File: config.mk
export PLATFORM = sky130hd
export DESIGN_NAME = gpib_device_interface_functions
export DESIGN_NICKNAME = d
export VERILOG_FILES = /design/src/pkg/gpib_dev_pkg.sv /design/src/pkg/gpib_hs_if.sv /design/src/rtl/gpib_device_interface_functions.sv /design/src/rtl/gpib_handshake.sv
export SDC_FILE = /design/constraint.sdc
export NUM_CORES = 1
export LEC_CHECK = 0
export BUFFER_PORTS_ARGS = -buffer_cell sky130_fd_sc_hd__buf_2
export CAP_MARGIN = 0
export CORE_AREA = 10 10 149 151
export CTS_CLUSTER_DIAMETER = 100
export DETAILED_ROUTE_END_ITERATION = 7
export DIE_AREA = 0 0 159 161
export MAX_ROUTING_LAYER = met4
export PLACE_DENSITY = 0.67
export SETUP_SLACK_MARGIN = 0.05
export SLEW_MARGIN = 20
export SYNTH_ARGS = -nofsm -noshare
export SYNTH_HDL_FRONTEND = slang
export SYNTH_SLANG_ARGS = --single-unit
export TNS_END_PERCENT = 30
File: constraint.sdc
create_clock -name sys_clk -period 6.7 [get_ports sys_clk]
set_input_delay 0.335 -clock sys_clk [delete_from_list [all_inputs] [get_ports sys_clk]]
set_output_delay 0.335 -clock sys_clk [all_outputs]
set_load 0.01 [all_outputs]
File: src/pkg/gpib_dev_pkg.sv
package gpib_dev_pkg;
	// ==========================================
	// timing
	localparam int CLK_NS = 40;
	localparam int T1_NS = 2000;
	localparam int T1_CYC = (T1_NS + CLK_NS - 1) / CLK_NS;
	localparam logic [5:0] T1_CNT = 6'(T1_CYC);
	// ==========================================
	// register indexes on the local port
	localparam logic [3:0] REG_CTRL = 4'h0;
	localparam logic [3:0] REG_STATUS = 4'h1;
	localparam logic [3:0] REG_INT_STAT = 4'h2;
	localparam logic [3:0] REG_INT_MASK = 4'h3;
	localparam logic [3:0] REG_ADDR = 4'h4;
	localparam logic [3:0] REG_STB = 4'h5;
	localparam logic [3:0] REG_SRE = 4'h6;
	localparam logic [3:0] REG_RX = 4'h7;
	localparam logic [3:0] REG_TX = 4'h8;
	localparam logic [3:0] REG_VSET = 4'h9;
	localparam logic [3:0] REG_ISET = 4'hA;
	localparam logic [3:0] REG_VTRIG = 4'hB;
	localparam logic [3:0] REG_ITRIG = 4'hC;
	// ==========================================
	// control bit positions
	localparam int CTRL_MODE = 0;
	localparam int CTRL_EXT = 1;
	localparam int CTRL_CONT = 2;
	localparam int CTRL_OUT = 3;
	localparam int CTRL_RST = 4;
	localparam int CTRL_TRG = 5;
	localparam int CTRL_LOCAL = 6;
	// ==========================================
	// interrupt bit positions
	localparam int INT_RX = 0;
	localparam int INT_TX = 1;
	localparam int INT_CLR = 2;
	localparam int INT_TRG = 3;
	localparam int INT_RL = 4;
	localparam int INT_IFC = 5;
	// ==========================================
	// values after reset
	localparam logic [4:0] ADDR_RST = 5'h06;
	localparam logic [15:0] VSET_RST = 16'h0000;
	localparam logic [15:0] ISET_RST = 16'h0000;
	// ==========================================
	// bus commands, seven bits
	localparam logic [6:0] CMD_GTL = 7'h01;
	localparam logic [6:0] CMD_SDC = 7'h04;
	localparam logic [6:0] CMD_GET = 7'h08;
	localparam logic [6:0] CMD_LLO = 7'h11;
	localparam logic [6:0] CMD_DCL = 7'h14;
	localparam logic [6:0] CMD_SPE = 7'h18;
	localparam logic [6:0] CMD_SPD = 7'h19;
	localparam logic [6:0] CMD_UNL = 7'h3F;
	localparam logic [6:0] CMD_UNT = 7'h5F;
	// ==========================================
	// handshake states
	typedef enum logic [0:0] {ACC_IDLE = 1'b0, ACC_HOLD = 1'b1} acc_state_e;
	typedef enum logic [1:0] {
		SRC_IDLE = 2'b00,
		SRC_SETTLE = 2'b01,
		SRC_DAV = 2'b10,
		SRC_GAP = 2'b11
	} src_state_e;
endpackage

File: src/pkg/gpib_hs_if.sv
`timescale 1ns/100ps
// ==========================================
// link between the function logic and the handshake engine
interface gpib_hs_if;
	logic acc_en;
	logic acc_ready;
	logic rx_stb;
	logic [7:0] rx_byte;
	logic rx_eoi;
	logic rx_atn;
	logic src_en;
	logic tx_req;
	logic [7:0] tx_byte;
	logic tx_eoi;
	logic tx_done;
	modport ctl (output acc_en, acc_ready, src_en, tx_req, tx_byte, tx_eoi,
		input rx_stb, rx_byte, rx_eoi, rx_atn, tx_done);
	modport eng (input acc_en, acc_ready, src_en, tx_req, tx_byte, tx_eoi,
		output rx_stb, rx_byte, rx_eoi, rx_atn, tx_done);
endinterface

File: src/rtl/gpib_device_interface_functions.sv
`timescale 1ns/100ps
module gpib_device_interface_functions (
	input wire logic sys_clk,
	input wire logic rstn,
	input wire logic clk_en,
	input wire logic [3:0] reg_addr,
	input wire logic [15:0] reg_wdata,
	input wire logic reg_wr,
	input wire logic reg_rd,
	output logic [15:0] reg_rdata,
	input wire logic [7:0] dio_n_in,
	output logic [7:0] dio_n_out,
	output logic dio_n_oe,
	input wire logic dav_n_in,
	output logic dav_n_out,
	output logic dav_n_oe,
	input wire logic nrfd_n_in,
	output logic nrfd_n_out,
	output logic nrfd_n_oe,
	input wire logic ndac_n_in,
	output logic ndac_n_out,
	output logic ndac_n_oe,
	input wire logic eoi_n_in,
	output logic eoi_n_out,
	output logic eoi_n_oe,
	input wire logic atn_n,
	input wire logic ifc_n,
	input wire logic ren_n,
	output logic srq_n_out,
	output logic srq_n_oe,
	input wire logic ext_trig_n,
	output logic keys_disabled,
	output logic out_enable,
	output logic [15:0] volt_setting,
	output logic [15:0] curr_setting,
	output logic irq
);
	// ==========================================
	// helpers
	function automatic logic hit(input logic stb, input logic [3:0] a,
		input logic [3:0] idx);
		return stb && (a == idx);
	endfunction

	// sticky flag update: a set in the clearing cycle survives
	function automatic logic [5:0] sticky(input logic [5:0] cur,
		input logic [5:0] set, input logic [5:0] clr);
		return set | (cur & ~clr);
	endfunction

	// ==========================================
	// declarations
	gpib_hs_if hs();
	logic clear_mode;
	logic ext_src;
	logic cont_init;
	logic [4:0] bus_addr;
	logic [7:0] stb_reg;
	logic [7:0] sre_reg;
	logic [7:0] rx_data;
	logic rx_eoi;
	logic rx_full;
	logic [7:0] tx_data;
	logic tx_eoi;
	logic tx_busy;
	logic [15:0] vtrig;
	logic [15:0] itrig;
	logic talker;
	logic listener;
	logic spoll;
	logic remote;
	logic lockout;
	logic next_remote;
	logic next_lockout;
	logic srq_req;
	logic ext_prev;
	logic [5:0] int_stat;
	logic [5:0] int_mask;
	logic [5:0] events;
	logic [6:0] cmd;
	logic cmd_stb;
	logic dat_stb;
	logic my_listen;
	logic my_talk;
	logic dev_clear;
	logic sw_reset;
	logic sw_trig;
	logic local_key;
	logic bus_trig;
	logic ext_trig;
	logic any_trig;
	logic ifc;
	logic data_done;
	logic [7:0] poll_byte;
	logic [7:0] status_bits;

	// ==========================================
	// handshake engine
	gpib_handshake u_hs (
		.sys_clk(sys_clk),
		.rstn(rstn),
		.clk_en(clk_en),
		.hs(hs.eng),
		.dio_n_in(dio_n_in),
		.dav_n_in(dav_n_in),
		.nrfd_n_in(nrfd_n_in),
		.ndac_n_in(ndac_n_in),
		.eoi_n_in(eoi_n_in),
		.atn_n(atn_n),
		.dio_n_out(dio_n_out),
		.dio_n_oe(dio_n_oe),
		.dav_n_out(dav_n_out),
		.dav_n_oe(dav_n_oe),
		.nrfd_n_out(nrfd_n_out),
		.nrfd_n_oe(nrfd_n_oe),
		.ndac_n_out(ndac_n_out),
		.ndac_n_oe(ndac_n_oe),
		.eoi_n_out(eoi_n_out),
		.eoi_n_oe(eoi_n_oe)
	);

	// every device takes commands; data only when addressed
	assign hs.acc_en = !atn_n || listener;
	// a full receive register holds off the talker, no byte is dropped
	assign hs.acc_ready = !atn_n || !rx_full;
	assign hs.src_en = talker && atn_n;
	assign hs.tx_req = spoll || tx_busy;
	assign hs.tx_byte = spoll ? poll_byte : tx_data;
	assign hs.tx_eoi = !spoll && tx_eoi;

	// ==========================================
	// command decode
	assign cmd = hs.rx_byte[6:0];
	assign cmd_stb = hs.rx_stb && hs.rx_atn;
	assign dat_stb = hs.rx_stb && !hs.rx_atn;
	assign my_listen = cmd_stb && (cmd == {2'b01, bus_addr});
	assign my_talk = cmd_stb && (cmd == {2'b10, bus_addr});
	assign ifc = !ifc_n;
	// parallel poll configure bytes fall through undecoded
	assign dev_clear = cmd_stb && ((cmd == gpib_dev_pkg::CMD_DCL) ||
		(listener && cmd == gpib_dev_pkg::CMD_SDC));
	assign bus_trig = cmd_stb && listener &&
		(cmd == gpib_dev_pkg::CMD_GET);
	assign sw_reset = hit(reg_wr, reg_addr, gpib_dev_pkg::REG_CTRL) &&
		reg_wdata[gpib_dev_pkg::CTRL_RST];
	assign sw_trig = hit(reg_wr, reg_addr, gpib_dev_pkg::REG_CTRL) &&
		reg_wdata[gpib_dev_pkg::CTRL_TRG];
	assign local_key = hit(reg_wr, reg_addr, gpib_dev_pkg::REG_CTRL) &&
		reg_wdata[gpib_dev_pkg::CTRL_LOCAL];
	// the pin is only armed once the host has chosen it and continuous mode
	assign ext_trig = ext_prev && !ext_trig_n && ext_src &&
		cont_init;
	assign any_trig = bus_trig || sw_trig || ext_trig;
	assign data_done = hs.tx_done && !spoll;

	// ==========================================
	// talker and listener addressing, serial poll mode
	always_ff @(posedge sys_clk or negedge rstn) begin
		if (!rstn) begin
			talker <= 1'b0;
			listener <= 1'b0;
			spoll <= 1'b0;
		end else if (clk_en) begin
			if (ifc) begin
				talker <= 1'b0;
				listener <= 1'b0;
				spoll <= 1'b0;
			end else if (cmd_stb) begin
				if (my_talk) begin
					talker <= 1'b1;
					listener <= 1'b0;
				end else if (my_listen) begin
					listener <= 1'b1;
					talker <= 1'b0;
				end else if (cmd == gpib_dev_pkg::CMD_UNT) begin
					talker <= 1'b0;
				end else if (cmd == gpib_dev_pkg::CMD_UNL) begin
					listener <= 1'b0;
				end
				if (cmd == gpib_dev_pkg::CMD_SPE)
					spoll <= 1'b1;
				else if (cmd == gpib_dev_pkg::CMD_SPD)
					spoll <= 1'b0;
			end
		end
	end

	// ==========================================
	// remote and local with lockout
	always_comb begin
		next_remote = remote;
		next_lockout = lockout;
		if (ren_n) begin
			next_remote = 1'b0;
			next_lockout = 1'b0;
		end else begin
			if (my_listen)
				next_remote = 1'b1;
			if (cmd_stb && cmd == gpib_dev_pkg::CMD_LLO)
				next_lockout = 1'b1;
			if (cmd_stb && listener && cmd == gpib_dev_pkg::CMD_GTL)
				next_remote = 1'b0;
			if (local_key && !lockout)
				next_remote = 1'b0;
		end
	end

	always_ff @(posedge sys_clk or negedge rstn) begin
		if (!rstn) begin
			remote <= 1'b0;
			lockout <= 1'b0;
		end else if (clk_en) begin
			remote <= next_remote;
			lockout <= next_lockout;
		end
	end

	// panel firmware reads this to gate its keys, local key excepted
	assign keys_disabled = remote;

	// ==========================================
	// configuration written over the local port
	always_ff @(posedge sys_clk or negedge rstn) begin
		if (!rstn) begin
			clear_mode <= 1'b0;
			ext_src <= 1'b0;
			cont_init <= 1'b0;
			bus_addr <= gpib_dev_pkg::ADDR_RST;
			stb_reg <= 8'h00;
			sre_reg <= 8'h00;
			vtrig <= 16'h0000;
			itrig <= 16'h0000;
			int_mask <= 6'h00;
		end else if (clk_en && reg_wr) begin
			unique case (reg_addr)
				gpib_dev_pkg::REG_CTRL: begin
					clear_mode <= reg_wdata[gpib_dev_pkg::CTRL_MODE];
					ext_src <= reg_wdata[gpib_dev_pkg::CTRL_EXT];
					cont_init <= reg_wdata[gpib_dev_pkg::CTRL_CONT];
				end
				gpib_dev_pkg::REG_ADDR: bus_addr <= reg_wdata[4:0];
				gpib_dev_pkg::REG_STB: stb_reg <= reg_wdata[7:0];
				gpib_dev_pkg::REG_SRE: sre_reg <= reg_wdata[7:0];
				gpib_dev_pkg::REG_VTRIG: vtrig <= reg_wdata;
				gpib_dev_pkg::REG_ITRIG: itrig <= reg_wdata;
				gpib_dev_pkg::REG_INT_MASK: int_mask <= reg_wdata[5:0];
				default: ;
			endcase
		end
	end

	// ==========================================
	// output settings: clear and reset first, then triggers, then writes
	always_ff @(posedge sys_clk or negedge rstn) begin
		if (!rstn) begin
			out_enable <= 1'b0;
			volt_setting <= gpib_dev_pkg::VSET_RST;
			curr_setting <= gpib_dev_pkg::ISET_RST;
		end else if (clk_en) begin
			if (dev_clear || sw_reset) begin
				out_enable <= 1'b0;
				if (!clear_mode) begin
					volt_setting <= gpib_dev_pkg::VSET_RST;
					curr_setting <= gpib_dev_pkg::ISET_RST;
				end
			end else if (any_trig) begin
				// output enable is left alone; off stays off
				volt_setting <= vtrig;
				curr_setting <= itrig;
			end else if (reg_wr) begin
				if (reg_addr == gpib_dev_pkg::REG_VSET)
					volt_setting <= reg_wdata;
				if (reg_addr == gpib_dev_pkg::REG_ISET)
					curr_setting <= reg_wdata;
				if (reg_addr == gpib_dev_pkg::REG_CTRL)
					out_enable <= reg_wdata[gpib_dev_pkg::CTRL_OUT];
			end
		end
	end

	// ==========================================
	// receive register, popped by a read of its index
	always_ff @(posedge sys_clk or negedge rstn) begin
		if (!rstn) begin
			rx_data <= 8'h00;
			rx_eoi <= 1'b0;
			rx_full <= 1'b0;
		end else if (clk_en) begin
			if (hit(reg_rd, reg_addr, gpib_dev_pkg::REG_RX) || dev_clear)
				rx_full <= 1'b0;
			if (dat_stb) begin
				rx_data <= hs.rx_byte;
				rx_eoi <= hs.rx_eoi;
				rx_full <= 1'b1;
			end
		end
	end

	// ==========================================
	// transmit register; a write while busy is ignored
	always_ff @(posedge sys_clk or negedge rstn) begin
		if (!rstn) begin
			tx_data <= 8'h00;
			tx_eoi <= 1'b0;
			tx_busy <= 1'b0;
		end else if (clk_en) begin
			if (data_done || dev_clear)
				tx_busy <= 1'b0;
			if (hit(reg_wr, reg_addr, gpib_dev_pkg::REG_TX) && !tx_busy) begin
				tx_data <= reg_wdata[7:0];
				tx_eoi <= reg_wdata[8];
				tx_busy <= 1'b1;
			end
		end
	end

	// ==========================================
	// service request, registered so the pin is glitch free
	always_ff @(posedge sys_clk or negedge rstn) begin
		if (!rstn)
			srq_req <= 1'b0;
		else if (clk_en)
			srq_req <= |(stb_reg & sre_reg & 8'hBF);
	end

	// bit six of the poll answer is the request flag itself
	assign poll_byte = {stb_reg[7], srq_req, stb_reg[5:0]};
	assign srq_n_out = 1'b0;
	assign srq_n_oe = srq_req;

	// ==========================================
	// external trigger edge; input is taken as already synchronous
	always_ff @(posedge sys_clk or negedge rstn) begin
		if (!rstn)
			ext_prev <= 1'b1;
		else if (clk_en)
			ext_prev <= ext_trig_n;
	end

	// ==========================================
	// interrupt status, write one to clear
	assign events = {ifc, next_remote != remote, any_trig, dev_clear,
		data_done, dat_stb};

	always_ff @(posedge sys_clk or negedge rstn) begin
		if (!rstn)
			int_stat <= 6'h00;
		else if (clk_en)
			int_stat <= sticky(int_stat, events,
				hit(reg_wr, reg_addr, gpib_dev_pkg::REG_INT_STAT) ?
				reg_wdata[5:0] : 6'h00);
	end

	assign irq = |(int_stat & int_mask);

	// ==========================================
	// read data, valid the cycle after the strobe only
	assign status_bits = {tx_busy, rx_full, out_enable, spoll, listener,
		talker, lockout, remote};

	always_ff @(posedge sys_clk or negedge rstn) begin
		if (!rstn) begin
			reg_rdata <= 16'h0000;
		end else if (clk_en) begin
			reg_rdata <= 16'h0000;
			if (reg_rd) begin
				unique case (reg_addr)
					gpib_dev_pkg::REG_CTRL:
						reg_rdata <= {12'h000, out_enable, cont_init, ext_src,
							clear_mode};
					gpib_dev_pkg::REG_STATUS: reg_rdata <= {8'h00, status_bits};
					gpib_dev_pkg::REG_INT_STAT: reg_rdata <= {10'h000, int_stat};
					gpib_dev_pkg::REG_INT_MASK: reg_rdata <= {10'h000, int_mask};
					gpib_dev_pkg::REG_ADDR: reg_rdata <= {11'h000, bus_addr};
					gpib_dev_pkg::REG_STB: reg_rdata <= {8'h00, poll_byte};
					gpib_dev_pkg::REG_SRE: reg_rdata <= {8'h00, sre_reg};
					gpib_dev_pkg::REG_RX: reg_rdata <= {7'h00, rx_eoi, rx_data};
					gpib_dev_pkg::REG_TX: reg_rdata <= {7'h00, tx_eoi, tx_data};
					gpib_dev_pkg::REG_VSET: reg_rdata <= volt_setting;
					gpib_dev_pkg::REG_ISET: reg_rdata <= curr_setting;
					gpib_dev_pkg::REG_VTRIG: reg_rdata <= vtrig;
					gpib_dev_pkg::REG_ITRIG: reg_rdata <= itrig;
					default: reg_rdata <= 16'h0000;
				endcase
			end
		end
	end
endmodule

File: src/rtl/gpib_handshake.sv
`timescale 1ns/100ps
module gpib_handshake (
	input wire logic sys_clk,
	input wire logic rstn,
	input wire logic clk_en,
	gpib_hs_if.eng hs,
	input wire logic [7:0] dio_n_in,
	input wire logic dav_n_in,
	input wire logic nrfd_n_in,
	input wire logic ndac_n_in,
	input wire logic eoi_n_in,
	input wire logic atn_n,
	output logic [7:0] dio_n_out,
	output logic dio_n_oe,
	output logic dav_n_out,
	output logic dav_n_oe,
	output logic nrfd_n_out,
	output logic nrfd_n_oe,
	output logic ndac_n_out,
	output logic ndac_n_oe,
	output logic eoi_n_out,
	output logic eoi_n_oe
);
	gpib_dev_pkg::acc_state_e acc_st;
	gpib_dev_pkg::src_state_e src_st;
	logic [5:0] settle_cnt;
	logic [7:0] tx_latch;
	logic tx_eoi_latch;
	logic src_drive;

	// ==========================================
	// acceptor: take a byte on data valid, hold until it drops
	always_ff @(posedge sys_clk or negedge rstn) begin
		if (!rstn) begin
			acc_st <= gpib_dev_pkg::ACC_IDLE;
			hs.rx_stb <= 1'b0;
			hs.rx_byte <= 8'h00;
			hs.rx_eoi <= 1'b0;
			hs.rx_atn <= 1'b0;
		end else if (clk_en) begin
			hs.rx_stb <= 1'b0;
			unique case (acc_st)
				gpib_dev_pkg::ACC_IDLE: begin
					if (hs.acc_en && hs.acc_ready && !dav_n_in) begin
						hs.rx_byte <= ~dio_n_in;
						hs.rx_eoi <= ~eoi_n_in;
						hs.rx_atn <= ~atn_n;
						hs.rx_stb <= 1'b1;
						acc_st <= gpib_dev_pkg::ACC_HOLD;
					end
				end
				gpib_dev_pkg::ACC_HOLD: begin
					if (dav_n_in)
						acc_st <= gpib_dev_pkg::ACC_IDLE;
				end
			endcase
		end
	end

	// ==========================================
	// source: settle, raise data valid, wait for all accepted
	always_ff @(posedge sys_clk or negedge rstn) begin
		if (!rstn) begin
			src_st <= gpib_dev_pkg::SRC_IDLE;
			settle_cnt <= 6'h00;
			tx_latch <= 8'h00;
			tx_eoi_latch <= 1'b0;
			hs.tx_done <= 1'b0;
		end else if (clk_en) begin
			hs.tx_done <= 1'b0;
			unique case (src_st)
				gpib_dev_pkg::SRC_IDLE: begin
					if (hs.src_en && hs.tx_req) begin
						tx_latch <= hs.tx_byte;
						tx_eoi_latch <= hs.tx_eoi;
						settle_cnt <= gpib_dev_pkg::T1_CNT;
						src_st <= gpib_dev_pkg::SRC_SETTLE;
					end
				end
				gpib_dev_pkg::SRC_SETTLE: begin
					if (!hs.src_en)
						src_st <= gpib_dev_pkg::SRC_IDLE;
					else if (settle_cnt != 6'h00)
						settle_cnt <= settle_cnt - 6'h01;
					else if (nrfd_n_in)
						src_st <= gpib_dev_pkg::SRC_DAV;
				end
				gpib_dev_pkg::SRC_DAV: begin
					if (!hs.src_en) begin
						src_st <= gpib_dev_pkg::SRC_IDLE;
					end else if (ndac_n_in) begin
						hs.tx_done <= 1'b1;
						src_st <= gpib_dev_pkg::SRC_GAP;
					end
				end
				// one spare cycle lets the owner drop its request
				gpib_dev_pkg::SRC_GAP: src_st <= gpib_dev_pkg::SRC_IDLE;
			endcase
		end
	end

	// ==========================================
	// pin drive, control lines are only ever pulled low; data lines are driven with both levels
	assign src_drive = (src_st == gpib_dev_pkg::SRC_SETTLE) ||
		(src_st == gpib_dev_pkg::SRC_DAV);
	assign dio_n_out = ~tx_latch;
	assign dio_n_oe = src_drive;
	assign dav_n_out = 1'b0;
	assign dav_n_oe = (src_st == gpib_dev_pkg::SRC_DAV);
	assign eoi_n_out = 1'b0;
	assign eoi_n_oe = src_drive && tx_eoi_latch;
	assign ndac_n_out = 1'b0;
	assign ndac_n_oe = hs.acc_en && (acc_st == gpib_dev_pkg::ACC_IDLE);
	assign nrfd_n_out = 1'b0;
	assign nrfd_n_oe = hs.acc_en &&
		((acc_st == gpib_dev_pkg::ACC_HOLD) || !hs.acc_ready);
endmodule

==> results of run 1 <==
==> worst max-delay path: stages, from the launching register on <==
cell and delay [ns]:
dfrtp_1 0.48, or2_1 0.35, nor4_1 0.59, a221o_1 0.26, buf_4 0.43, o41ai_4 0.28
a22o_1 0.32
==> where the power goes <==
group / internal (mW) / switching, mW / leakage, nW
combinational: 0.286 / 0.331 / 2.15
clock: 0.579 / 0.425 / 0.286
sequential: 1.25 / 0.237 / 2.22
==> worst min-delay path by stage <==
stage	start	to	slack (ns)	cells after the start
floorplan	rstn	bus_addr[0]	0.04	0
global placement	reg_rdata[12]	reg_rdata[12]	0.47	1
detailed placement	reg_rdata[11]	reg_rdata[11]	0.47	1
CTS	dio_n_in[3]	u_hs.hs.rx_byte[3]	0.07	2
global route	dio_n_in[3]	u_hs.hs.rx_byte[3]	0.06	2
finish	rstn	u_hs.settle_cnt[5]	0.05	1
==> logic make-up after synthesis <==
group,count (synthesis),synth area share (%)
flip-flops,173,47.6
AND/OR/NAND/NOR,247,13.2
adder cells (fa/ha/maj),5,0.687
multiplexers,141,16.9
buffers and inverters,94,4.42
AO/OA/AOI/OAI,194,16.2
other,1,0.0412
XOR/XNOR,10,0.962
==> cell usage after synthesis, types with 3 or more instances <==
library cell | count | area share, %
a22oi_1 | 22 | 1.8
dfrtp_1 | 170 | 47
and2_1 | 4 | 0.27
o2bb2ai_1 | 15 | 1.4
a2bb2oi_1 | 3 | 0.29
mux2_1 | 88 | 11
o21ai_1 | 24 | 1.3
nor2b_1 | 12 | 0.82
and3_1 | 4 | 0.27
buf_1 | 5 | 0.21
nor4bb_1 | 3 | 0.33
a22o_1 | 40 | 3.8
xor2_1 | 8 | 0.77
a41oi_1 | 3 | 0.29
nor2_1 | 43 | 1.8
a32o_1 | 3 | 0.33
nor3_1 | 8 | 0.44
a21oi_1 | 27 | 1.5
nand3_1 | 16 | 0.88
nor4b_1 | 5 | 0.48
a211oi_1 | 6 | 0.49
buf_2 | 7 | 0.38
a32oi_1 | 7 | 0.67
nor3b_1 | 5 | 0.41
o21ai_0 | 4 | 0.22
or4_1 | 3 | 0.25
buf_4 | 7 | 0.58
ha_1 | 5 | 0.69
dfstp_2 | 3 | 0.87
nand2b_1 | 4 | 0.27
o32ai_1 | 4 | 0.38
nor4_1 | 3 | 0.21
o211ai_1 | 4 | 0.33
a31oi_1 | 4 | 0.27
nand2_1 | 114 | 4.7
a221oi_1 | 6 | 0.58
clkbuf_1 | 49 | 2.0
mux2i_1 | 50 | 5.5
nand4_1 | 6 | 0.41
inv_1 | 22 | 0.91
==> per-stage QoR <==
stage               hold slack, ns  worst slack [ns]  utilization [%]
floorplan                   0.0394              4.38                -
global placement             0.469              3.52             50.9
CTS                         0.0655              3.89             54.0
finish                      0.0496              3.87             54.0
global route                0.0596              3.74             54.0
detailed placement           0.468              3.47             50.9
==> routing by layer <==
layer | share of wire, % | track usage, % | vias to the layer above
met5 | 0 | - | -
met3 | 7.0 | 4.35 | 48
met4 | 2.6 | 6.82 | 0
li1 | - | - | 3327
met2 | 46 | 34.7 | 296
met1 | 44 | 30.7 | 3630
==> area by class of cell <==
cell class | instances | area (um2) | share of cell area [%]
sequential | 173 | 4330 | 41.8
clock inverter | 10 | 113 | 1.09
clock buffer | 22 | 474 | 4.57
inverter | 24 | 90.1 | 0.869
multi-input combinational | 602 | 4390 | 42.3
timing repair buffer | 119 | 637 | 6.14
tap | 265 | 332 | 3.20
==> metrics.md, run 1 <==
| Metric | Value |
|---|---|
| Worst R2R Start | `u_hs.hs.rx_byte[5]` |
| Setup TNS | `0 ns` |
| Root buf cell | `clkbuf_16` |
| CP Capture Point | `curr_setting[13]` |
| GPL Wtd Cong | `~0.93` |
| Clock-pin slew on the worst setup and hold paths | `0.07 ns` |
| Post-CTS setup buffers | `0` |
| Commonest cells after routing, fill and taps aside | `dfrtp_1 (170), nand2_1 (114), buf_2 (104)` |
| Initial Utilization | `47.4%` |
| Mean Syn Cell Area | `10.5 um2` |
| Final setup vio count | `0` |
| Synth Warn # | `0` |
| Period utilization | `42.2%` |
| Pins Over Slew Limit | `0` |
| Clock sinks | `approximately 170` |
| Antenna cells | `0` |
| Worst Setup End Kind | `flop` |
| Worst reg2reg path depth | `6` |
| Synth Cell Area | `9100 um2` |
| Pin count of the biggest net entering global routing | `108` |
| H-Tree Depth | `4` |
| RSZ-0062 raised after global routing | `no` |
| Via Count | `7301` |
| Total congestion overflow | `0` |
| Final ANT Viol Nets | `0` |
| Core ar. | `19200 um2` |
| Final wirelength | `~29000 um` |
| Outcome | `finished, final reports clean` |
| Cell Rows | `51` |
| R2R Setup Slk | `a little under 4 ns` |
| Layout Nets | `983` |
| Startpoint types | `flop` |
| # hold bufs at CTS | `0` |
| Max_cap viols | `0` |
| Fin cells | `about 1200` |
| Crit. Startpoint | `u_hs.hs.rx_byte[5]` |
| Crit Path Max Fanout | `26` |
| Die width | `159 um` |
| P_leak | `4.65 nW` |
| # DRC | `0` |
| Initial antenna violation count | `0` |
| Yosys reg bits | `approximately 170` |
| Layout cells sized above 1 | `17.4%` |
| Port buffer count | `105` |
| Die ar. | `25600 um2` |
| Min cycle time layout | `2.83 ns` |
| Pre-antenna DRT Iters | `6` |
| Area Overhead vs Synth | `13.9%` |
| Mapped Cells | `865` |
| Final Hold Viols | `0` |
| DR iter-0 viols | `655` |
| First-pass GRT wire length | `44700 um` |
| Post-synth EDFFs | `0` |
| Hpwl dp | `20000 um` |
| Pwr per Cell Area | `300 nW/um2` |
| CTS tree | `done` |
| Yosys cell types | `between 70 and 80` |
| Top FF cell, synth | `dfrtp_1` |
| CTS buffer count | `17` |
| Clock skew | `about 0.0088 ns` |
| FFs w/ async S/R, synth | `100%` |
| Final Instance Area | `10400 um2` |
| Most common cell after layout, fill and taps aside | `dfrtp_1` |
| Vias in the first global route | `between 7000 and 8000` |
| Total power | `around 3.1 mW` |
| Dpl cells | `1183` |
| Crit Path Category | `flop to flop` |
| Placed instance area | `just under 10000 um2` |
| All-Layer GR Usage | `22.9%` |
| Vert. Die Dim | `161 um` |
| Worst hold path type | `input pin to asynchronous set/reset pin` |
| Vias per cell | `~6.0` |
| Achievable Freq | `354 MHz` |
| Slew headroom | `between 30% and 40%` |
| Post-CTS sizing | `0` |
| Clk buf depth | `2` |
| Reg2reg end | `curr_setting[13]` |
| Routed WL per cell | `23.7 um` |
| Required @ worst endpoint | `7.02 ns` |
| Post-synthesis sequential area ratio | `47.6%` |
| Filler instances | `1719` |
| I/O pin cnt | `111` |
| WP data arrival | `3.15 ns` |
| Clk_lat worst skew | `0.43 ns` |
| Worst slew pin tran | `1.00 ns` |
| VDD IR max | `0.185 mV` |
(Power assumes the default switching activity.)
==> run 2, diff against run 1 <==
--- a/config.mk
+++ b/config.mk
@@ -5,14 +5,15 @@
 export SDC_FILE = /design/constraint.sdc
 export NUM_CORES = 1
 export LEC_CHECK = 0
+export ABC_AREA = 1
 export BUFFER_PORTS_ARGS = -buffer_cell sky130_fd_sc_hd__buf_2
 export CAP_MARGIN = 0
-export CORE_AREA = 10 10 149 151
+export CORE_AREA = 10 10 146 148
 export CTS_CLUSTER_DIAMETER = 100
 export DETAILED_ROUTE_END_ITERATION = 7
-export DIE_AREA = 0 0 159 161
+export DIE_AREA = 0 0 156 158
 export MAX_ROUTING_LAYER = met4
-export PLACE_DENSITY = 0.67
+export PLACE_DENSITY = 0.7
 export SETUP_SLACK_MARGIN = 0.05
 export SLEW_MARGIN = 20
 export SYNTH_ARGS = -nofsm -noshare
==> constraint.sdc (replaced) <==
create_clock -name sys_clk -period 2.44 [get_ports sys_clk]
set_input_delay 0.122 -clock sys_clk [delete_from_list [all_inputs] [get_ports sys_clk]]
set_output_delay 0.122 -clock sys_clk [all_outputs]
set_load 0.01 [all_outputs]
==> run 2 against run 1 <==
- sequential share of layout area increased by 0.35 points
- via count grew 12%
- die area fell by 3.7%
- critical endpoint is now volt_setting[10]
- sequential power rose to 2.7 times the previous value
- count of clock-buffer cells in the layout down 5
- synthesized area down 4.2%
- core utilization up 1.7 points
==> metrics.md, run 2 <==
| Metric | Value |
|---|---|
| Vert. Die Dim | `158 um` |
| Startpoint types | `flop` |
| Top FF cell, synth | `dfrtp_1` |
| Placed instance area | `9460 um2` |
| Min-Delay Startpoint | `clk_en` |
| Post-synth EDFFs | `0` |
| Mean Syn Cell Area | `roughly 7.7 um2` |
| Cell Rows | `50` |
| Synth Warn # | `0` |
| H-Tree Depth | `4` |
| Commonest cells after routing, fill and taps aside | `nand2_1 (450), dfrtp_1 (170), o21ai_0 (120)` |
| Pwr per Cell Area | `825 nW/um2` |
| Top-count cell post-synth | `nand2_1` |
| Final wirelength | `27300 um` |
| Total congestion overflow | `0` |
| Worst R2R Start | `u_hs.hs.rx_byte[4]` |
| DR iter-0 viols | `935` |
| Worst Setup End Kind | `flop` |
| Vias in the first global route | `7867` |
| Yosys top cell by area | `dfrtp_1` |
| Yosys cell types | `44` |
| Required @ worst endpoint | `around 2.8 ns` |
| All-Layer GR Usage | `a little under a quarter` |
| Final ANT Viol Nets | `0` |
| GPL Wtd Cong | `approximately 0.96` |
| WP data arrival | `2.43 ns` |
| Post-CTS setup buffers | `0` |
| Clock-pin slew on the worst setup and hold paths | `0.07 ns` |
| Multi-input logic area | `about 3900 um2` |
| Final Hold Viols | `0` |
| Min cycle time layout | `between 2 and 2.5 ns` |
| Via Count | `8171` |
| Core ar. | `18500 um2` |
| Clock skew | `0.0142 ns` |
| Initial antenna violation count | `0` |
| CTS tree | `done` |
| Crit. Startpoint | `u_hs.hs.rx_byte[4]` |
| Pin count of the biggest net entering global routing | `68` |
| Final setup vio count | `0` |
| Worst hold path type | `input pin to flop` |
| FFs w/ async S/R, synth | `100%` |
| Die ar. | `24600 um2` |
| Post-CTS sizing | `0` |
| Vias per cell | `5.45` |
| Clk buf depth | `2` |
| Hpwl dp | `a little under 20000 um` |
| Mapped Cells | `roughly 1100` |
| Yosys reg bits | `173` |
| Antenna cells | `0` |
| Post-synthesis sequential area ratio | `49.7%` |
| Worst slew pin tran | `0.652 ns` |
| Clock sinks | `173` |
| Filler instances | `between 1500 and 2000` |
| P_leak | `around 5.3 nW` |
| Synth Cell Area | `just under 9000 um2` |
| RSZ-0062 raised after global routing | `no` |
| Reg area | `4330 um2` |
| Clk_lat worst skew | `0.44 ns` |
| CTS buffer count | `17` |
| Pre-antenna DRT Iters | `5` |
| Pins Over Slew Limit | `0` |
| Routed WL per cell | `18.2 um` |
| Crit Path Max Fanout | `19` |
| Setup TNS | `0 ns` |
| Initial Utilization | `47.3%` |
| Area Overhead vs Synth | `17.9%` |
| Final Instance Area | `between 10000 and 15000 um2` |
| Slew headroom | `56.5%` |
| Die width | `156 um` |
| Achievable Freq | `487 MHz` |
| # DRC | `0` |
| Layout cells sized above 1 | `between 10% and 20%` |
| Largest cells by area after synthesis | `dfrtp_1 (49%), nand2_1 (19%), o21ai_0 (6.9%)` |
| Commonest cells post-synth | `nand2_1 (450), dfrtp_1 (170), o21ai_0 (120), inv_1 (71), nand3_1 (58)` |
| Layout Nets | `between 1000 and 1500` |
| # hold bufs at CTS | `24` |
| Synth top area share | `between 40% and 50%` |
| Outcome | `finished, final reports clean` |
| Port buffer count | `105` |
| Max_cap viols | `0` |
| VDD IR max | `0.504 mV` |
| Crit Path Category | `flop to flop` |
| Period utilization | `84.2%` |
| First-pass GRT wire length | `43400 um` |
| Most common cell after layout, fill and taps aside | `nand2_1` |
| Root buf cell | `clkbuf_16` |
| I/O pin cnt | `roughly 110` |
run 2: changes by cell type in the layout (fill, tap and decap cells not counted), sizes merged, moves of 12 or more:
cell,change
mux2,-89
a21oi,+27
mux2i,-50
nand4,+14
inv,+55
a22o,-33
nand2,+343
nand3,+49
o2bb2ai,-12
nor2b,-12
a22oi,-21
dlygate4sd3,+24
o21ai,+93
nor2,+15
run 2: final cells by class:
cell class                 count  share of cell area (%)
multi-input combinational    835                    37.6
sequential                   173                    42.1
timing repair buffer         144                    8.85
inverter                      80                    2.92
tap                          234                    2.85
clock buffer                  17                    4.14
clock inverter                15                    1.52
run 2: where the power goes:
part	internal [mW]	switching [mW]	leakage [nW]	total, mW
registers	3.47	0.569	2.22	4.04
logic	0.687	1.10	2.77	1.78
clock network	1.36	1.30	0.282	2.66
run 2: final timing paths:
path,slack [ns],endpoint,depth (start not counted)
min in group asynchronous,0.26,u_hs.settle_cnt[4],2
hold reg to reg,0.48,reg_rdata[1],2
max in group asynchronous,1.42,stb_reg[1],3
hold / removal,0.04,int_stat[3],3
setup / recovery,0.39,volt_setting[10],8
setup reg to reg,0.39,volt_setting[10],8
run 2: metrics by stage:
stage / setup slack (ns) / hold WS (ns) / cells / power [mW] / util [%]
detailed placement: 0.439 / 0.171 / 1442 / 5.83 / 51.3
global route: 0.208 / 0.0633 / 1498 / 8.98 / 55.7
floorplan: 0.863 / -0.174 / 1134 / 5.07 / -
CTS: 0.421 / 0.0228 / 1498 / 8.50 / 55.7
finish: 0.385 / 0.0390 / 1498 / 8.48 / 55.7
global placement: 0.499 / 0.180 / 1442 / 5.77 / 51.3
run 2: layer usage:
| layer | track usage (%) | up-vias | share of wire [%] |
|---|---|---|---|
| li1 | - | 3898 | - |
| met1 | 31.1 | 3874 | 44 |
| met2 | 35.0 | 361 | 46 |
| met3 | 4.04 | 38 | 7.6 |
| met4 | 6.79 | 0 | 1.8 |
| met5 | - | - | 0 |
run 2: logic make-up after synthesis:
logic type	after synthesis	share of synthesized area [%]
adder cells (fa/ha/maj)	5	0.717
XOR/XNOR	9	0.904
AO/OA/AOI/OAI	203	12.6
AND/OR/NAND/NOR	612	29.7
other	1	0.0430
flip-flops	173	49.7
multiplexers	1	0.129
buffers and inverters	126	6.21
run 2: worst max-delay path, stage by stage, from the launching register on:
cell     delay, ns
dfrtp_1       0.54
nor2_1        0.09
nand3_1       0.10
nor2_1        0.08
nor2_4        0.49
nand3_2       0.21
nand3_4       0.28
nand2_1       0.11
nand2_1       0.08
